`config.mk`:
```
export PLATFORM = sky130hd
export DESIGN_NAME = fsrc_top
export DESIGN_NICKNAME = d
export VERILOG_FILES = /design/src/verilog/fsrc_sync.v /design/src/verilog/fsrc_crc8.v /design/src/verilog/fsrc_top.v
export VERILOG_INCLUDE_DIRS = /design/src /design/src/verilog
export SDC_FILE = /design/constraint.sdc
export NUM_CORES = 1
export LEC_CHECK = 0
export ABC_AREA = 1
export CAP_MARGIN = 20
export CORE_UTILIZATION = 40
export DETAILED_ROUTE_END_ITERATION = 16
export DONT_BUFFER_PORTS = 1
export GPL_ROUTABILITY_DRIVEN = 0
export SETUP_SLACK_MARGIN = 0.02
export SLEW_MARGIN = 40
export SYNTH_ARGS = -nofsm -noshare
export SYNTH_HDL_FRONTEND = slang
export SYNTH_SLANG_ARGS = --single-unit
```
`constraint.sdc`:
```
create_clock -name clk -period 1.95 [get_ports clk]
set_clock_uncertainty 0.15 [all_clocks]
set_input_delay 0.195 -clock clk [delete_from_list [all_inputs] [get_ports clk]]
set_output_delay 0.195 -clock clk [all_outputs]
set_load 0.02 [all_outputs]
```
`src/verilog/fsrc_regs.vh`:
```
`ifndef FSRC_REGS_VH
`define FSRC_REGS_VH

// ****************************************
// Frame lengths and readback timing
// ****************************************
`define FSRC_FRAME_PLAIN    5'h10
`define FSRC_FRAME_CHECKED  5'h18
`define FSRC_READ_ARM_BITS  5'h04
`define FSRC_SDO_START_RISE 5'h05
`define FSRC_CRC_POLY       8'h07
`define FSRC_CRC_INIT       8'h00

// ****************************************
// Readback status word fields
// ****************************************
`define FSRC_RB_ADDR_HI     15
`define FSRC_RB_ADDR_LO     13
`define FSRC_RB_ONE         12
`define FSRC_RB_ZERO        11
`define FSRC_RB_RANGE_HI    10
`define FSRC_RB_RANGE_LO    7
`define FSRC_RB_CLEAR_SEL   6
`define FSRC_RB_OUT_EN      5
`define FSRC_RB_SENSE       4
`define FSRC_RB_CRC_ERR     3
`define FSRC_RB_OVERTEMP    2
`define FSRC_RB_LOOP_FAULT  1
`define FSRC_RB_VOLT_FAULT  0

// ****************************************
// Serial control word fields
// ****************************************
`define FSRC_WR_RW          12
`define FSRC_WR_CLEAR       3
`define FSRC_WR_RESET       2

// ****************************************
// Reset values
// ****************************************
`define FSRC_RST_RANGE      4'h0
`define FSRC_RST_CLEAR_SEL  1'b0
`define FSRC_RST_OUT_EN     1'b0
`define FSRC_RST_SENSE      1'b1
`define FSRC_RST_CLEAR      1'b0

// ****************************************
// Overrange current range codes
// ****************************************
`define FSRC_RANGE_OVR_4_20 4'hd
`define FSRC_RANGE_OVR_0_20 4'he
`define FSRC_RANGE_OVR_0_24 4'hf

`endif

```
`src/verilog/fsrc_sync.v`:
```
`timescale 1ns/100ps

module fsrc_sync #(
  parameter WIDTH = 1
) (
  // Clock and reset
  input  wire             clk,
  input  wire             sys_rst,
  // Asynchronous levels in, synchronised levels out
  input  wire [WIDTH-1:0] async_in,
  output reg  [WIDTH-1:0] sync_out
);

  reg [WIDTH-1:0] stage1;

  // ****************************************
  // Two flops per bit; only stage two is read
  // ****************************************
  genvar i;
  generate
    for (i = 0; i < WIDTH; i = i + 1) begin : g_bit
      always @(posedge clk) begin
        if (sys_rst) begin
          stage1[i]   <= 1'b0;
          sync_out[i] <= 1'b0;
        end else begin
          stage1[i]   <= async_in[i];
          sync_out[i] <= stage1[i];
        end
      end
    end
  endgenerate

endmodule

```
`src/verilog/fsrc_crc8.v`:
```
`timescale 1ns/100ps
`include "fsrc_regs.vh"

module fsrc_crc8 (
  // Clock and reset
  input  wire       clk,
  input  wire       sys_rst,
  // Bit stream
  input  wire       restart,
  input  wire       bit_valid,
  input  wire       bit_in,
  // Remainder
  output reg  [7:0] remainder
);

  wire       feedback;
  wire [7:0] shifted;

  // Serial division, MSB first; zero remainder means the frame checks
  assign feedback = remainder[7] ^ bit_in;
  assign shifted  = {remainder[6:0], 1'b0} ^ (feedback ? `FSRC_CRC_POLY : 8'h00);

  always @(posedge clk) begin
    if (sys_rst || restart) begin
      remainder <= `FSRC_CRC_INIT;
    end else if (bit_valid) begin
      remainder <= shifted;
    end
  end

endmodule

```
`src/verilog/fsrc_top.v`:
```
// Function
// - Read needs matching address and read bit
// - Data out idle off; drive from fifth rise
// - Frame sync rise turns data out off
// - One read returns settings and faults
// - Fixed readback word field layout
// - Four status bits, read only
// - Failed CRC-8 sets packet error
// - Hot core sets overtemperature bit
// - Low output headroom sets current fault
// - Voltage output short sets voltage fault
// - Software mode: any fault pulls alarm
// - Hardware mode: no status, three alarms
// - Each hardware alarm follows its fault
// - Clear high; select is pin OR bit, pin only in hardware mode
// - Select picks zero or midscale
// - After clear, programmed value returns
// - Serial clear bit also clears in software mode
// - Serial bit selects sense resistor in software mode
// - Overrange only on three current ranges
// - Checked frame written only if CRC passes
// - Status read clears packet error
`timescale 1ns/100ps
`include "fsrc_regs.vh"

module fsrc_top (
  // Clock and reset
  input  wire       clk,
  input  wire       sys_rst,
  // Serial link pins
  input  wire       sclk,
  input  wire       sync_n,
  input  wire       sdin,
  output reg        sdo,
  output reg        sdo_oe,
  // Straps and control pins
  input  wire [2:0] device_address_bits,
  input  wire       hardware_mode_pin,
  input  wire [3:0] range_pins,
  input  wire       sense_select_pin,
  input  wire       clear_pin,
  input  wire       clear_value_select_pin,
  // Analog fault detectors
  input  wire       loop_open_det,
  input  wire       volt_short_det,
  input  wire       overtemp_det,
  // Open-drain alarm pins
  output reg        fault_alarm_n,
  output reg        fault_alarm_oe,
  output reg        loop_open_alarm_n,
  output reg        loop_open_alarm_oe,
  output reg        volt_short_alarm_n,
  output reg        volt_short_alarm_oe,
  output reg        temp_alarm_n,
  output reg        temp_alarm_oe,
  // Output stage control
  output reg [3:0]  range_code,
  output reg        sense_resistor_select,
  output reg        output_enable_bit,
  output reg        clear_active,
  output reg        clear_to_midscale,
  output reg        overrange_sense_sel
);

  // ****************************************
  // Input synchronisation
  // ****************************************
  wire [16:0] pins_s;
  wire        sclk_s;
  wire        frame_s;
  wire        sync_n_s;
  wire        sdin_s;
  wire [2:0]  addr_s;
  wire        hw_mode_s;
  wire [3:0]  range_pins_s;
  wire        sense_pin_s;
  wire        clear_pin_s;
  wire        clear_sel_pin_s;
  wire        loop_open_s;
  wire        volt_short_s;
  wire        temp_s;

  fsrc_sync #(
    .WIDTH    (17)
  ) u_sync (
    .clk      (clk),
    .sys_rst  (sys_rst),
    .async_in ({sclk, ~sync_n, sdin, device_address_bits, hardware_mode_pin,
                range_pins, sense_select_pin, clear_pin, clear_value_select_pin,
                loop_open_det, volt_short_det, overtemp_det}),
    .sync_out (pins_s)
  );

  // Frame sync passes inverted so the flops' reset level means idle, not a false frame end
  assign {sclk_s, frame_s, sdin_s, addr_s, hw_mode_s, range_pins_s, sense_pin_s,
          clear_pin_s, clear_sel_pin_s, loop_open_s, volt_short_s, temp_s} = pins_s;
  assign sync_n_s = ~frame_s;

  // ****************************************
  // Edge detection on the link
  // ****************************************
  reg  sclk_d;
  reg  sync_n_d;
  wire sclk_rise;
  wire sclk_fall;
  wire sync_rise;
  wire in_frame;

  always @(posedge clk) begin
    if (sys_rst) begin
      sclk_d   <= 1'b0;
      sync_n_d <= 1'b1;
    end else begin
      sclk_d   <= sclk_s;
      sync_n_d <= sync_n_s;
    end
  end

  assign in_frame  = ~sync_n_s;
  assign sclk_rise = sclk_s & ~sclk_d & in_frame;
  assign sclk_fall = ~sclk_s & sclk_d & in_frame;
  assign sync_rise = sync_n_s & ~sync_n_d;

  // ****************************************
  // Receive shift register and CRC
  // ****************************************
  reg  [23:0] rx_shift;
  reg  [4:0]  bit_cnt;
  reg  [4:0]  rise_cnt;
  wire [7:0]  crc_rem;
  wire [15:0] rx_word;

  fsrc_crc8 u_crc (
    .clk       (clk),
    .sys_rst   (sys_rst),
    .restart   (sync_rise),
    .bit_valid (sclk_fall),
    .bit_in    (sdin_s),
    .remainder (crc_rem)
  );

  // Data sampled on falling SCLK; counters saturate so long frames are rejected
  always @(posedge clk) begin
    if (sys_rst || sync_rise) begin
      rx_shift <= 24'h00_0000;
      bit_cnt  <= 5'h00;
      rise_cnt <= 5'h00;
    end else begin
      if (sclk_fall) begin
        rx_shift <= {rx_shift[22:0], sdin_s};
        if (bit_cnt != 5'h1f) begin
          bit_cnt <= bit_cnt + 5'h01;
        end
      end
      if (sclk_rise && rise_cnt != 5'h1f) begin
        rise_cnt <= rise_cnt + 5'h01;
      end
    end
  end

  // Word sits in the top sixteen bits of a checked frame
  assign rx_word = (bit_cnt == `FSRC_FRAME_CHECKED) ? rx_shift[23:8] : rx_shift[15:0];

  // ****************************************
  // Frame decode
  // ****************************************
  wire addr_match;
  wire len_ok;
  wire crc_pass;
  wire write_ok;
  wire crc_fail;

  assign addr_match = rx_word[`FSRC_RB_ADDR_HI:`FSRC_RB_ADDR_LO] == addr_s;
  assign len_ok     = (bit_cnt == `FSRC_FRAME_PLAIN) || (bit_cnt == `FSRC_FRAME_CHECKED);
  assign crc_pass   = (bit_cnt == `FSRC_FRAME_PLAIN) || (crc_rem == 8'h00);
  assign write_ok   = sync_rise & len_ok & crc_pass & addr_match & ~hw_mode_s &
                      ~rx_word[`FSRC_WR_RW];
  assign crc_fail   = sync_rise & (bit_cnt == `FSRC_FRAME_CHECKED) & (crc_rem != 8'h00);

  // ****************************************
  // Control register
  // ****************************************
  reg [3:0] range_bits;
  reg       clear_sel_bit;
  reg       out_en_bit;
  reg       sense_bit;
  reg       sw_clear_bit;

  always @(posedge clk) begin
    if (sys_rst || (write_ok && rx_word[`FSRC_WR_RESET])) begin
      range_bits    <= `FSRC_RST_RANGE;
      clear_sel_bit <= `FSRC_RST_CLEAR_SEL;
      out_en_bit    <= `FSRC_RST_OUT_EN;
      sense_bit     <= `FSRC_RST_SENSE;
      sw_clear_bit  <= `FSRC_RST_CLEAR;
    end else if (write_ok) begin
      range_bits    <= rx_word[`FSRC_RB_RANGE_HI:`FSRC_RB_RANGE_LO];
      clear_sel_bit <= rx_word[`FSRC_RB_CLEAR_SEL];
      out_en_bit    <= rx_word[`FSRC_RB_OUT_EN];
      sense_bit     <= rx_word[`FSRC_RB_SENSE];
      sw_clear_bit <= rx_word[`FSRC_WR_CLEAR];
    end
  end

  // ****************************************
  // Status bits
  // ****************************************
  reg  crc_err;
  reg  read_done;
  wire next_crc_err;

  // Cleared after a read; a new failure wins over the clear
  assign next_crc_err = crc_fail | (crc_err & ~(sync_rise & read_done));

  always @(posedge clk) begin
    if (sys_rst) begin
      crc_err <= 1'b0;
    end else begin
      crc_err <= next_crc_err;
    end
  end

  // Only hardware sets these; host writes never reach them
  wire [15:0] status_word;

  // Settings and faults in one word
  assign status_word = {addr_s, 1'b1, 1'b0, range_bits, clear_sel_bit, out_en_bit, sense_bit,
                        crc_err, temp_s,
                        loop_open_s,
                        volt_short_s};

  // ****************************************
  // Readback shifter
  // ****************************************
  reg        read_armed;
  reg [15:0] tx_shift;

  always @(posedge clk) begin
    if (sys_rst) begin
      read_armed <= 1'b0;
      read_done  <= 1'b0;
      tx_shift   <= 16'h0000;
      sdo        <= 1'b0;
      sdo_oe     <= 1'b0;
    end else if (sync_rise) begin
      // Release data out at frame end
      read_armed <= 1'b0;
      read_done  <= 1'b0;
      sdo_oe     <= 1'b0;
      sdo        <= 1'b0;
    end else begin
      // Address and read bit both needed; none in hardware mode
      if (sclk_fall && bit_cnt == `FSRC_READ_ARM_BITS - 5'h01 && ~hw_mode_s &&
          rx_shift[2:0] == addr_s && sdin_s) begin
        read_armed <= 1'b1;
      end
      if (sclk_rise && read_armed) begin
        // First bit on the fifth rise
        if (rise_cnt == `FSRC_SDO_START_RISE - 5'h01) begin
          sdo_oe    <= 1'b1;
          sdo       <= status_word[15];
          tx_shift  <= {status_word[14:0], 1'b0};
          read_done <= 1'b1;
        end else if (sdo_oe) begin
          sdo      <= tx_shift[15];
          tx_shift <= {tx_shift[14:0], 1'b0};
        end
      end
    end
  end

  // ****************************************
  // Alarm pins
  // ****************************************
  // Alarms assert by enabling the low drive; pull-up gives the high level
  always @(posedge clk) begin
    if (sys_rst) begin
      fault_alarm_n       <= 1'b0;
      fault_alarm_oe      <= 1'b0;
      loop_open_alarm_n   <= 1'b0;
      loop_open_alarm_oe  <= 1'b0;
      volt_short_alarm_n  <= 1'b0;
      volt_short_alarm_oe <= 1'b0;
      temp_alarm_n        <= 1'b0;
      temp_alarm_oe       <= 1'b0;
    end else begin
      fault_alarm_oe      <= ~hw_mode_s & (loop_open_s | volt_short_s | crc_err | temp_s);
      loop_open_alarm_oe  <= hw_mode_s & loop_open_s;
      volt_short_alarm_oe <= hw_mode_s & volt_short_s;
      temp_alarm_oe       <= hw_mode_s & temp_s;
    end
  end

  // ****************************************
  // Range selection and clear
  // ****************************************
  wire [3:0] eff_range;
  wire       eff_sense;

  // Pins override serial settings in hardware mode
  assign eff_range = hw_mode_s ? range_pins_s : range_bits;
  assign eff_sense = hw_mode_s ? sense_pin_s : sense_bit;

  always @(posedge clk) begin
    if (sys_rst) begin
      range_code            <= `FSRC_RST_RANGE;
      sense_resistor_select <= `FSRC_RST_SENSE;
      output_enable_bit     <= `FSRC_RST_OUT_EN;
      clear_active          <= 1'b0;
      clear_to_midscale     <= 1'b0;
      overrange_sense_sel   <= 1'b0;
    end else begin
      range_code            <= eff_range;
      sense_resistor_select <= eff_sense;
      output_enable_bit     <= hw_mode_s | out_en_bit;
      // Clear pin active high, also serial clear bit outside hardware mode
      // Dropping clear restores the latest programmed range
      clear_active          <= clear_pin_s | (sw_clear_bit & ~hw_mode_s);
      clear_to_midscale     <= clear_value_select_pin_or(clear_sel_pin_s, clear_sel_bit,
                                                         hw_mode_s);
      // Reduced resistor only on the three overrange current codes
      overrange_sense_sel   <= eff_sense & ((eff_range == `FSRC_RANGE_OVR_4_20) ||
                                           (eff_range == `FSRC_RANGE_OVR_0_20) ||
                                           (eff_range == `FSRC_RANGE_OVR_0_24));
    end
  end

  // Serial select bit is masked off in hardware mode, so only the pin selects there
  function clear_value_select_pin_or;
    input pin_sel;
    input bit_sel;
    input hw;
    begin
      clear_value_select_pin_or = pin_sel | (bit_sel & ~hw);
    end
  endfunction

endmodule

```
==> results of run 1 <==
timing repair:
item	in CTS	in global routing
buffers inserted	0	1
resized for setup	2	26
cloned	1	2
hold buffers	23	0
endpoints found under the setup margin	1	18
pin swaps	3	9
endpoints found under the hold margin	50	0
metal layers:
metal	part of all wire	vias to the layer above
met5	0	-
met4	0.015	0
met3	0.037	14
met2	0.46	75
met1	0.49	1682
li1	-	1917
synth_stat cells (2+ instances only):
master / n / area (um^2)
dfxtp_1: 118 / 2360
nand2_1: 94 / 353
nor2_1: 94 / 353
inv_1: 68 / 255
o21ai_0: 56 / 280
a21oi_1: 41 / 205
nand3_1: 22 / 110
clkbuf_1: 19 / 71.3
a31oi_1: 13 / 81.3
ha_1: 6 / 75.1
nor3_1: 5 / 25.0
buf_4: 4 / 30.0
inv_2: 4 / 15.0
or2_2: 4 / 25.0
buf_2: 3 / 15.0
nand2_4: 3 / 33.8
nand4_1: 3 / 18.8
buf_1: 2 / 7.51
mux2i_1: 2 / 20.0
nand2_2: 2 / 12.5
nor2_2: 2 / 12.5
nor2_8: 2 / 40.0
nor4_1: 2 / 12.5
o21ai_2: 2 / 17.5
xnor2_1: 2 / 17.5
stage by stage:
| stage | power, uW | hold WS, ns |
|---|---|---|
| after floorplan | 2650 | 0.112 |
| after global placement | 2660 | 0.114 |
| after detailed placement | 2670 | 0.114 |
| after CTS | 5880 | 0.00523 |
| after global routing | 6040 | 0.0712 |
| final | 5840 | 0.0541 |
cell families after synthesis:
family                   share of synthesized area
flip-flops                                   0.520
buffers and inverters                       0.0900
XOR/XNOR                                   0.00578
AO/OA/AOI/OAI                                0.134
adder cells (fa/ha/maj)                     0.0165
other                                     0.000825
multiplexers                               0.00440
AND/OR/NAND/NOR                              0.229
report_power, final:
part           total, uW  leakage (uW)  switching (uW)  internal, uW
clock               3160      0.000287            1140          2020
sequential          2480      0.000959            25.7          2460
combinational        199       0.00101             119          79.7
total               5840       0.00226            1290          4550
critical path: cells and delay by family (launching register included):
family                   cells  cell delay, ns
adder cells (fa/ha/maj)      1            0.15
buffers and inverters        2            0.13
AND/OR/NAND/NOR              8            0.87
flip-flops                   1            0.36
AO/OA/AOI/OAI                1            0.05
registers in the layout, indices dropped and copies added (netlist names), 4 cells and up:
register	count
rx_shift	24
u_sync.stage1	17
u_sync.sync_out	17
tx_shift	15
u_crc.remainder	8
bit_cnt	5
rise_cnt	5
range_bits	4
range_code	4
cell type report:
| cell class | instances | area share |
|---|---|---|
| clock buffer | 18 | 0.0750 |
| clock inverter | 14 | 0.0306 |
| inverter | 73 | 0.0483 |
| multi-input combinational | 370 | 0.335 |
| sequential | 118 | 0.413 |
| tap | 140 | 0.0306 |
| timing repair buffer | 39 | 0.0674 |
path summary, 6_finish.rpt:
| path | depth (start not counted) | startpoint | slack, ns | endpoint |
|---|---|---|---|---|
| hold / removal | 2 | sys_rst | 0.05 | sync_n_d$_SDFF_PP1_ |
| setup reg to reg | 12 | bit_cnt[0]$_SDFFE_PP0P_ | 0.12 | range_bits[3]$_SDFFE_PP0P_ |
| setup / recovery | 12 | bit_cnt[0]$_SDFFE_PP0P_ | 0.12 | range_bits[3]$_SDFFE_PP0P_ |
| hold reg to reg | 2 | u_sync.stage1[3]$_SDFF_PP0_ | 0.25 | u_sync.sync_out[3]$_SDFF_PP0_ |
==> flow_metrics.py, run 1 <==
metrics = {
    "status": {
        "status": "finished, final reports clean",
    },
    "finish": {
        "drive_gt1_frac": 0.146,
        "most-common-layout-cells": "117 x dfxtp_1, 94 x nor2_1, 86 x nand2_1",
        "fin_nets": 644,
        "insertedDiodeCount": 0,
        "seqCellArea_um2": 2360,
        "finalNonFillerCells": 772,
        "final_area_um2": 5720,
        "fin_util": 0.523,
        "fill_cells": 999,
        "final_common_cell": "dfxtp_1",
        "syn2layout_area_growth_pct": 25.8,
        "multiInputGateArea_um2": 1910,
    },
    "timing": {
        "fmax_mhz": 546,
        "finalHoldViolCount": 0,
        "finalCriticalPeriod_ns": 1.83,
        "setup_viol": 0,
        "slew_headroom": 0.591,
        "worst_pin_slew_ns": 0.612,
        "fin_ws_ns": 0.120,
        "drv_slew": 0,
        "grt_setup_unrepaired": "no",
        "tns_ns": 0,
        "min_period_over_period": 0.939,
    },
    "hold_path": {
        "hp-class": "in -> reg",
    },
    "clock_tree": {
        "tritoncts": "built",
        "htreeDepth": 4,
        "clk_pin_slew_ns": 0.06,
        "clockBufferDepth": 2,
        "clk_latency_ns": 0.41,
        "cts_buffers": 17,
        "root_buffer": "clkbuf_16",
        "clkSinkCount": 118,
    },
    "global_routing": {
        "grt_use_met3": 0.0549,
        "antenna_found_initial": 0,
        "grt-ovfl-total": 0,
        "grt_usage": 0.177,
        "grt_pass1_vias": 3327,
        "grt_pass1_wl_mm": 15.7,
        "met1_usage": 0.227,
        "grt_use_met2": 0.274,
        "grt_start_max_net_pins": 49,
        "grt_busiest_layer": "met2",
    },
    "drt": {
        "avgViaCountPerCell": 4.78,
        "ant_nets": 0,
        "drc": 0,
        "vias": 3688,
        "dr.pass1.iters": 4,
        "wl_per_cell_um": 12.5,
        "first_iter_violations": 215,
        "wl_mm": 9.65,
    },
    "power_and_ir_drop": {
        "peakVddDrop_mv": 0.645,
        "powerDensity_nw_per_um2": 1020,
        "p_leak_uw": 0.00226,
    },
    "die": {
        "pin_count": 38,
        "die_h_um": 109,
        "core_area_um2": 10900,
        "fp.dieW_um": 109,
        "start_util": 0.416,
        "num_rows": 38,
        "dieArea_um2": 11800,
    },
    "synthesis": {
        "synth_async_sr_flop_share": 0,
        "syn_area_per_cell_um2": 7.78,
        "synth_seq_area_share": 0.520,
        "syn_inst": 584,
        "synth_warnings": 0,
        "synth_edf_count": 0,
        "synth_area_um2": 4550,
        "ys.flop_type": "dfxtp_1",
        "ys_seq_elements": 118,
        "synth_cell_type_count": 36,
    },
    "placement": {
        "hpwl_mm": 6.15,
        "port_buffers": 0,
        "placed_area_um2": 4730,
        "place_ws_ns": 0.0448,
        "place_inst": 713,
    },
    "worst_setup_path": {
        "cp_max_fo": 8,
        "max_stage_delay_ns": 0.36,
        "worstPathArrival_ns": 1.98,
        "crit_path_start_kind": "flip-flop",
        "slowest_stage": "dfxtp_2",
        "worstSetupEndpointType": "flip-flop",
        "cp.required_ns": 2.10,
        "cp_cell_sequence": "inv_2, ha_4, nand2_2, inv_4, nand2_8, nor2_2, nor2_2, nand3_4, nor2_8, nand3_4, nand2_8, a21oi_1",
        "path_class": "reg -> reg",
    },
    "run": {
        "maxCapViolations": 0,
    },
}
Note: power is estimated with default switching activity, not from simulation.
==> run 2, diff against run 1 <==
--- a/config.mk
+++ b/config.mk
@@ -16,4 +16,5 @@
 export SLEW_MARGIN = 40
 export SYNTH_ARGS = -nofsm -noshare
 export SYNTH_HDL_FRONTEND = slang
+export SYNTH_HIERARCHICAL = 1
 export SYNTH_SLANG_ARGS = --single-unit
==> flow_metrics.py, run 2 <==
metrics = {
    "synthesis": {
        "syn_inst": 592,
        "synth_top_area_share": 0.505,
        "synth_common_cells": "118 x dfxtp_1, 99 x nand2_1, 78 x inv_1, 73 x nor2_1",
        "ys_seq_elements": 118,
        "synth_seq_area_share": 0.505,
        "synth_area_um2": 4680,
        "synth.area.top_cells": "dfxtp_1 50%, nand2_1 7.9%, inv_1 6.3%",
        "ys.flop_type": "dfxtp_1",
        "synth_warnings": 6,
        "syn_area_per_cell_um2": 7.91,
        "synth_edf_count": 0,
        "synthMostInstantiatedCell": "dfxtp_1",
        "synth_async_sr_flop_share": 0,
        "synth_cell_type_count": 37,
        "yosys.area.top_type": "dfxtp_1",
    },
    "clock_tree": {
        "htreeDepth": 4,
        "clk_pin_slew_ns": 0.05,
        "clockBufferDepth": 2,
        "root_buffer": "clkbuf_16",
        "clkSinkCount": 118,
        "clk_latency_ns": 0.41,
        "cts_buffers": 17,
        "tritoncts": "built",
    },
    "timing": {
        "grt_setup_unrepaired": "no",
        "finalCriticalPeriod_ns": 1.85,
        "min_period_over_period": 0.947,
        "finalHoldViolCount": 0,
        "hold_ws_ns": 0.250,
        "setup_viol": 0,
        "fmax_mhz": 542,
        "drv_slew": 0,
    },
    "placement": {
        "place_inst": 717,
        "hpwl_mm": 6.37,
        "port_buffers": 0,
    },
    "finish": {
        "final_common_cell": "dfxtp_1",
        "fin_util": 0.508,
        "regMostFlops": "rx_shift",
        "largest_reg_flops": 24,
        "multiInputGateArea_um2": 1940,
        "finalNonFillerCells": 775,
        "top_regs": "rx_shift (24), u_sync/stage1 (17), u_sync/sync_out (17)",
        "fin_nets": 644,
        "fill_cells": 1121,
        "seqCellArea_um2": 2370,
        "drive_gt1_frac": 0.163,
        "syn2layout_area_growth_pct": 23.8,
        "insertedDiodeCount": 0,
        "most-common-layout-cells": "114 x dfxtp_1, 93 x nand2_1, 76 x inv_1",
    },
    "worst_setup_path": {
        "path_class": "reg -> reg",
        "path_delay_family": "simple AND/OR/NAND/NOR gates",
        "cp.required_ns": 2.10,
        "cp_max_fo": 8,
        "crit_buf_inv": 2,
        "r2r_start": "bit_cnt[1]$_SDFFE_PP0P_",
        "worstSetupEndpointType": "flip-flop",
        "slowest_stage": "dfxtp_2",
        "r2r_end": "range_bits[1]$_SDFFE_PP0P_",
        "worstPathArrival_ns": 1.99,
        "rrSetupSlack_ns": 0.10,
        "crit_path_start_kind": "flip-flop",
        "cp_cell_sequence": "inv_2, ha_4, nand2_4, inv_8, nand2_8, nand2_4, nand2_2, nand2_2, nand2_2, nor2_4, nand3_2, nand2_4, a21oi_1",
        "worst-r2r-cell-count": 13,
        "max_stage_delay_ns": 0.33,
    },
    "global_routing": {
        "grt_usage": 0.171,
        "grt-ovfl-total": 0,
        "grt_pass1_wl_mm": 15.6,
        "grt_pass1_vias": 3460,
        "grt_start_max_net_pins": 53,
        "antenna_found_initial": 0,
    },
    "die": {
        "core_area_um2": 11400,
        "pin_count": 38,
        "num_rows": 39,
        "fp.dieW_um": 110,
        "start_util": 0.410,
        "die_h_um": 110,
        "dieArea_um2": 12100,
    },
    "drt": {
        "wl_per_cell_um": 12.4,
        "first_iter_violations": 229,
        "dr.pass1.iters": 4,
        "wl_mm": 9.58,
        "avgViaCountPerCell": 4.87,
        "drc": 0,
        "vias": 3774,
        "ant_nets": 0,
    },
    "status": {
        "status": "finished, final reports clean",
    },
    "power_and_ir_drop": {
        "peakVddDrop_mv": 0.836,
        "powerDensity_nw_per_um2": 1050,
        "p_leak_uw": 0.00225,
        "finalPower_uw": 6080,
    },
    "hold_path": {
        "hp-class": "reg -> reg",
        "hp-start": "u_sync/stage1[3]$_SDFF_PP0_",
        "min_to": "u_sync/sync_out[3]$_SDFF_PP0_",
        "whs_path_depth": 2,
    },
    "run": {
        "maxCapViolations": 0,
    },
}
## run 2: changes by cell type after synthesis, moves of 7 or more
cell,delta
nor2_1,-21
o21ai_0,-9
inv_1,+10
clkbuf_1,-9
a211oi_1,+7
## run 2: worst max path at each step
| stage | from | to | slack, ns | depth (start not counted) |
|---|---|---|---|---|
| after floorplan | bit_cnt[0]$_SDFFE_PP0P_ | sense_bit$_SDFFE_PP1P_ | 0.23 | 11 |
| after global placement | bit_cnt[0]$_SDFFE_PP0P_ | sw_clear_bit$_SDFFE_PP0P_ | 0.11 | 12 |
| after detailed placement | bit_cnt[0]$_SDFFE_PP0P_ | sense_bit$_SDFFE_PP1P_ | -0.001 | 12 |
| after CTS | bit_cnt[0]$_SDFFE_PP0P_ | sense_bit$_SDFFE_PP1P_ | 0.03 | 12 |
| after global routing | bit_cnt[3]$_SDFFE_PP0P_ | range_bits[1]$_SDFFE_PP0P_ | 0.004 | 11 |
| final | bit_cnt[1]$_SDFFE_PP0P_ | range_bits[1]$_SDFFE_PP0P_ | 0.10 | 13 |
## run 2: cell type report
type                            instances  area share
Sequential cell                       118       0.408
Multi-Input combinational cell        364       0.335
Clock buffer                           20      0.0788
Timing Repair Buffer                   35      0.0574
Inverter                               83      0.0550
Clock inverter                         12      0.0343
Tap cell                              143      0.0309
## run 2: report_power, final
part / internal (uW) / total (uW) / switching (uW)
clock network: 2330 / 3410 / 1080
logic: 71.2 / 183 / 111
registers: 2460 / 2480 / 28.0
total: 4860 / 6080 / 1220
## run 2: kinds of logic (layout without fill, tap and decap cells)
group	count (synthesis)	count (layout)	share of synthesized area
muxes	2	2	0.00428
DFF	118	118	0.505
other	1	4	0.000801
and+or+nand+nor	227	230	0.219
buffers and inverters	116	150	0.113
AOI/OAI and AO/OA	122	122	0.143
adders and majority gates	6	6	0.0160
## run 2: per-stage QoR
step | TNS, ns | worst slack [ns] | cell area (um^2)
floorplan | 0 | 0.230 | 4690
detailed placement | -0.00131 | -0.00131 | 4760
global route | 0 | 0.00399 | 5800
global placement | 0 | 0.113 | 4760
finish | 0 | 0.104 | 5800
CTS | 0 | 0.0287 | 5620
## run 2: worst min-delay path, stage by stage (launching register included)
cell	delay, ns
dfxtp_1	0.29
inv_1	0.04
nor2_1	0.03
## run 2: what timing repair did
item / 4_1_cts / 5_1_grt
hold buffers: 19 / 0
gates resized for setup: 0 / 37
pin swaps: 1 / 11
setup buffers: 0 / 4
setup endpoints to repair: 8 / 20
endpoints found under the hold margin: 58 / 0
gates cloned: 1 / 2
## run 2: per-layer routing
layer,up-vias,part of all wire,wire [um],GRT usage
met3,24,0.044,418,0.0506
met4,0,0.031,295,0.105
met1,1723,0.47,4500,0.211
met2,86,0.46,4360,0.263
li1,1941,-,-,-
met5,-,0,0,0
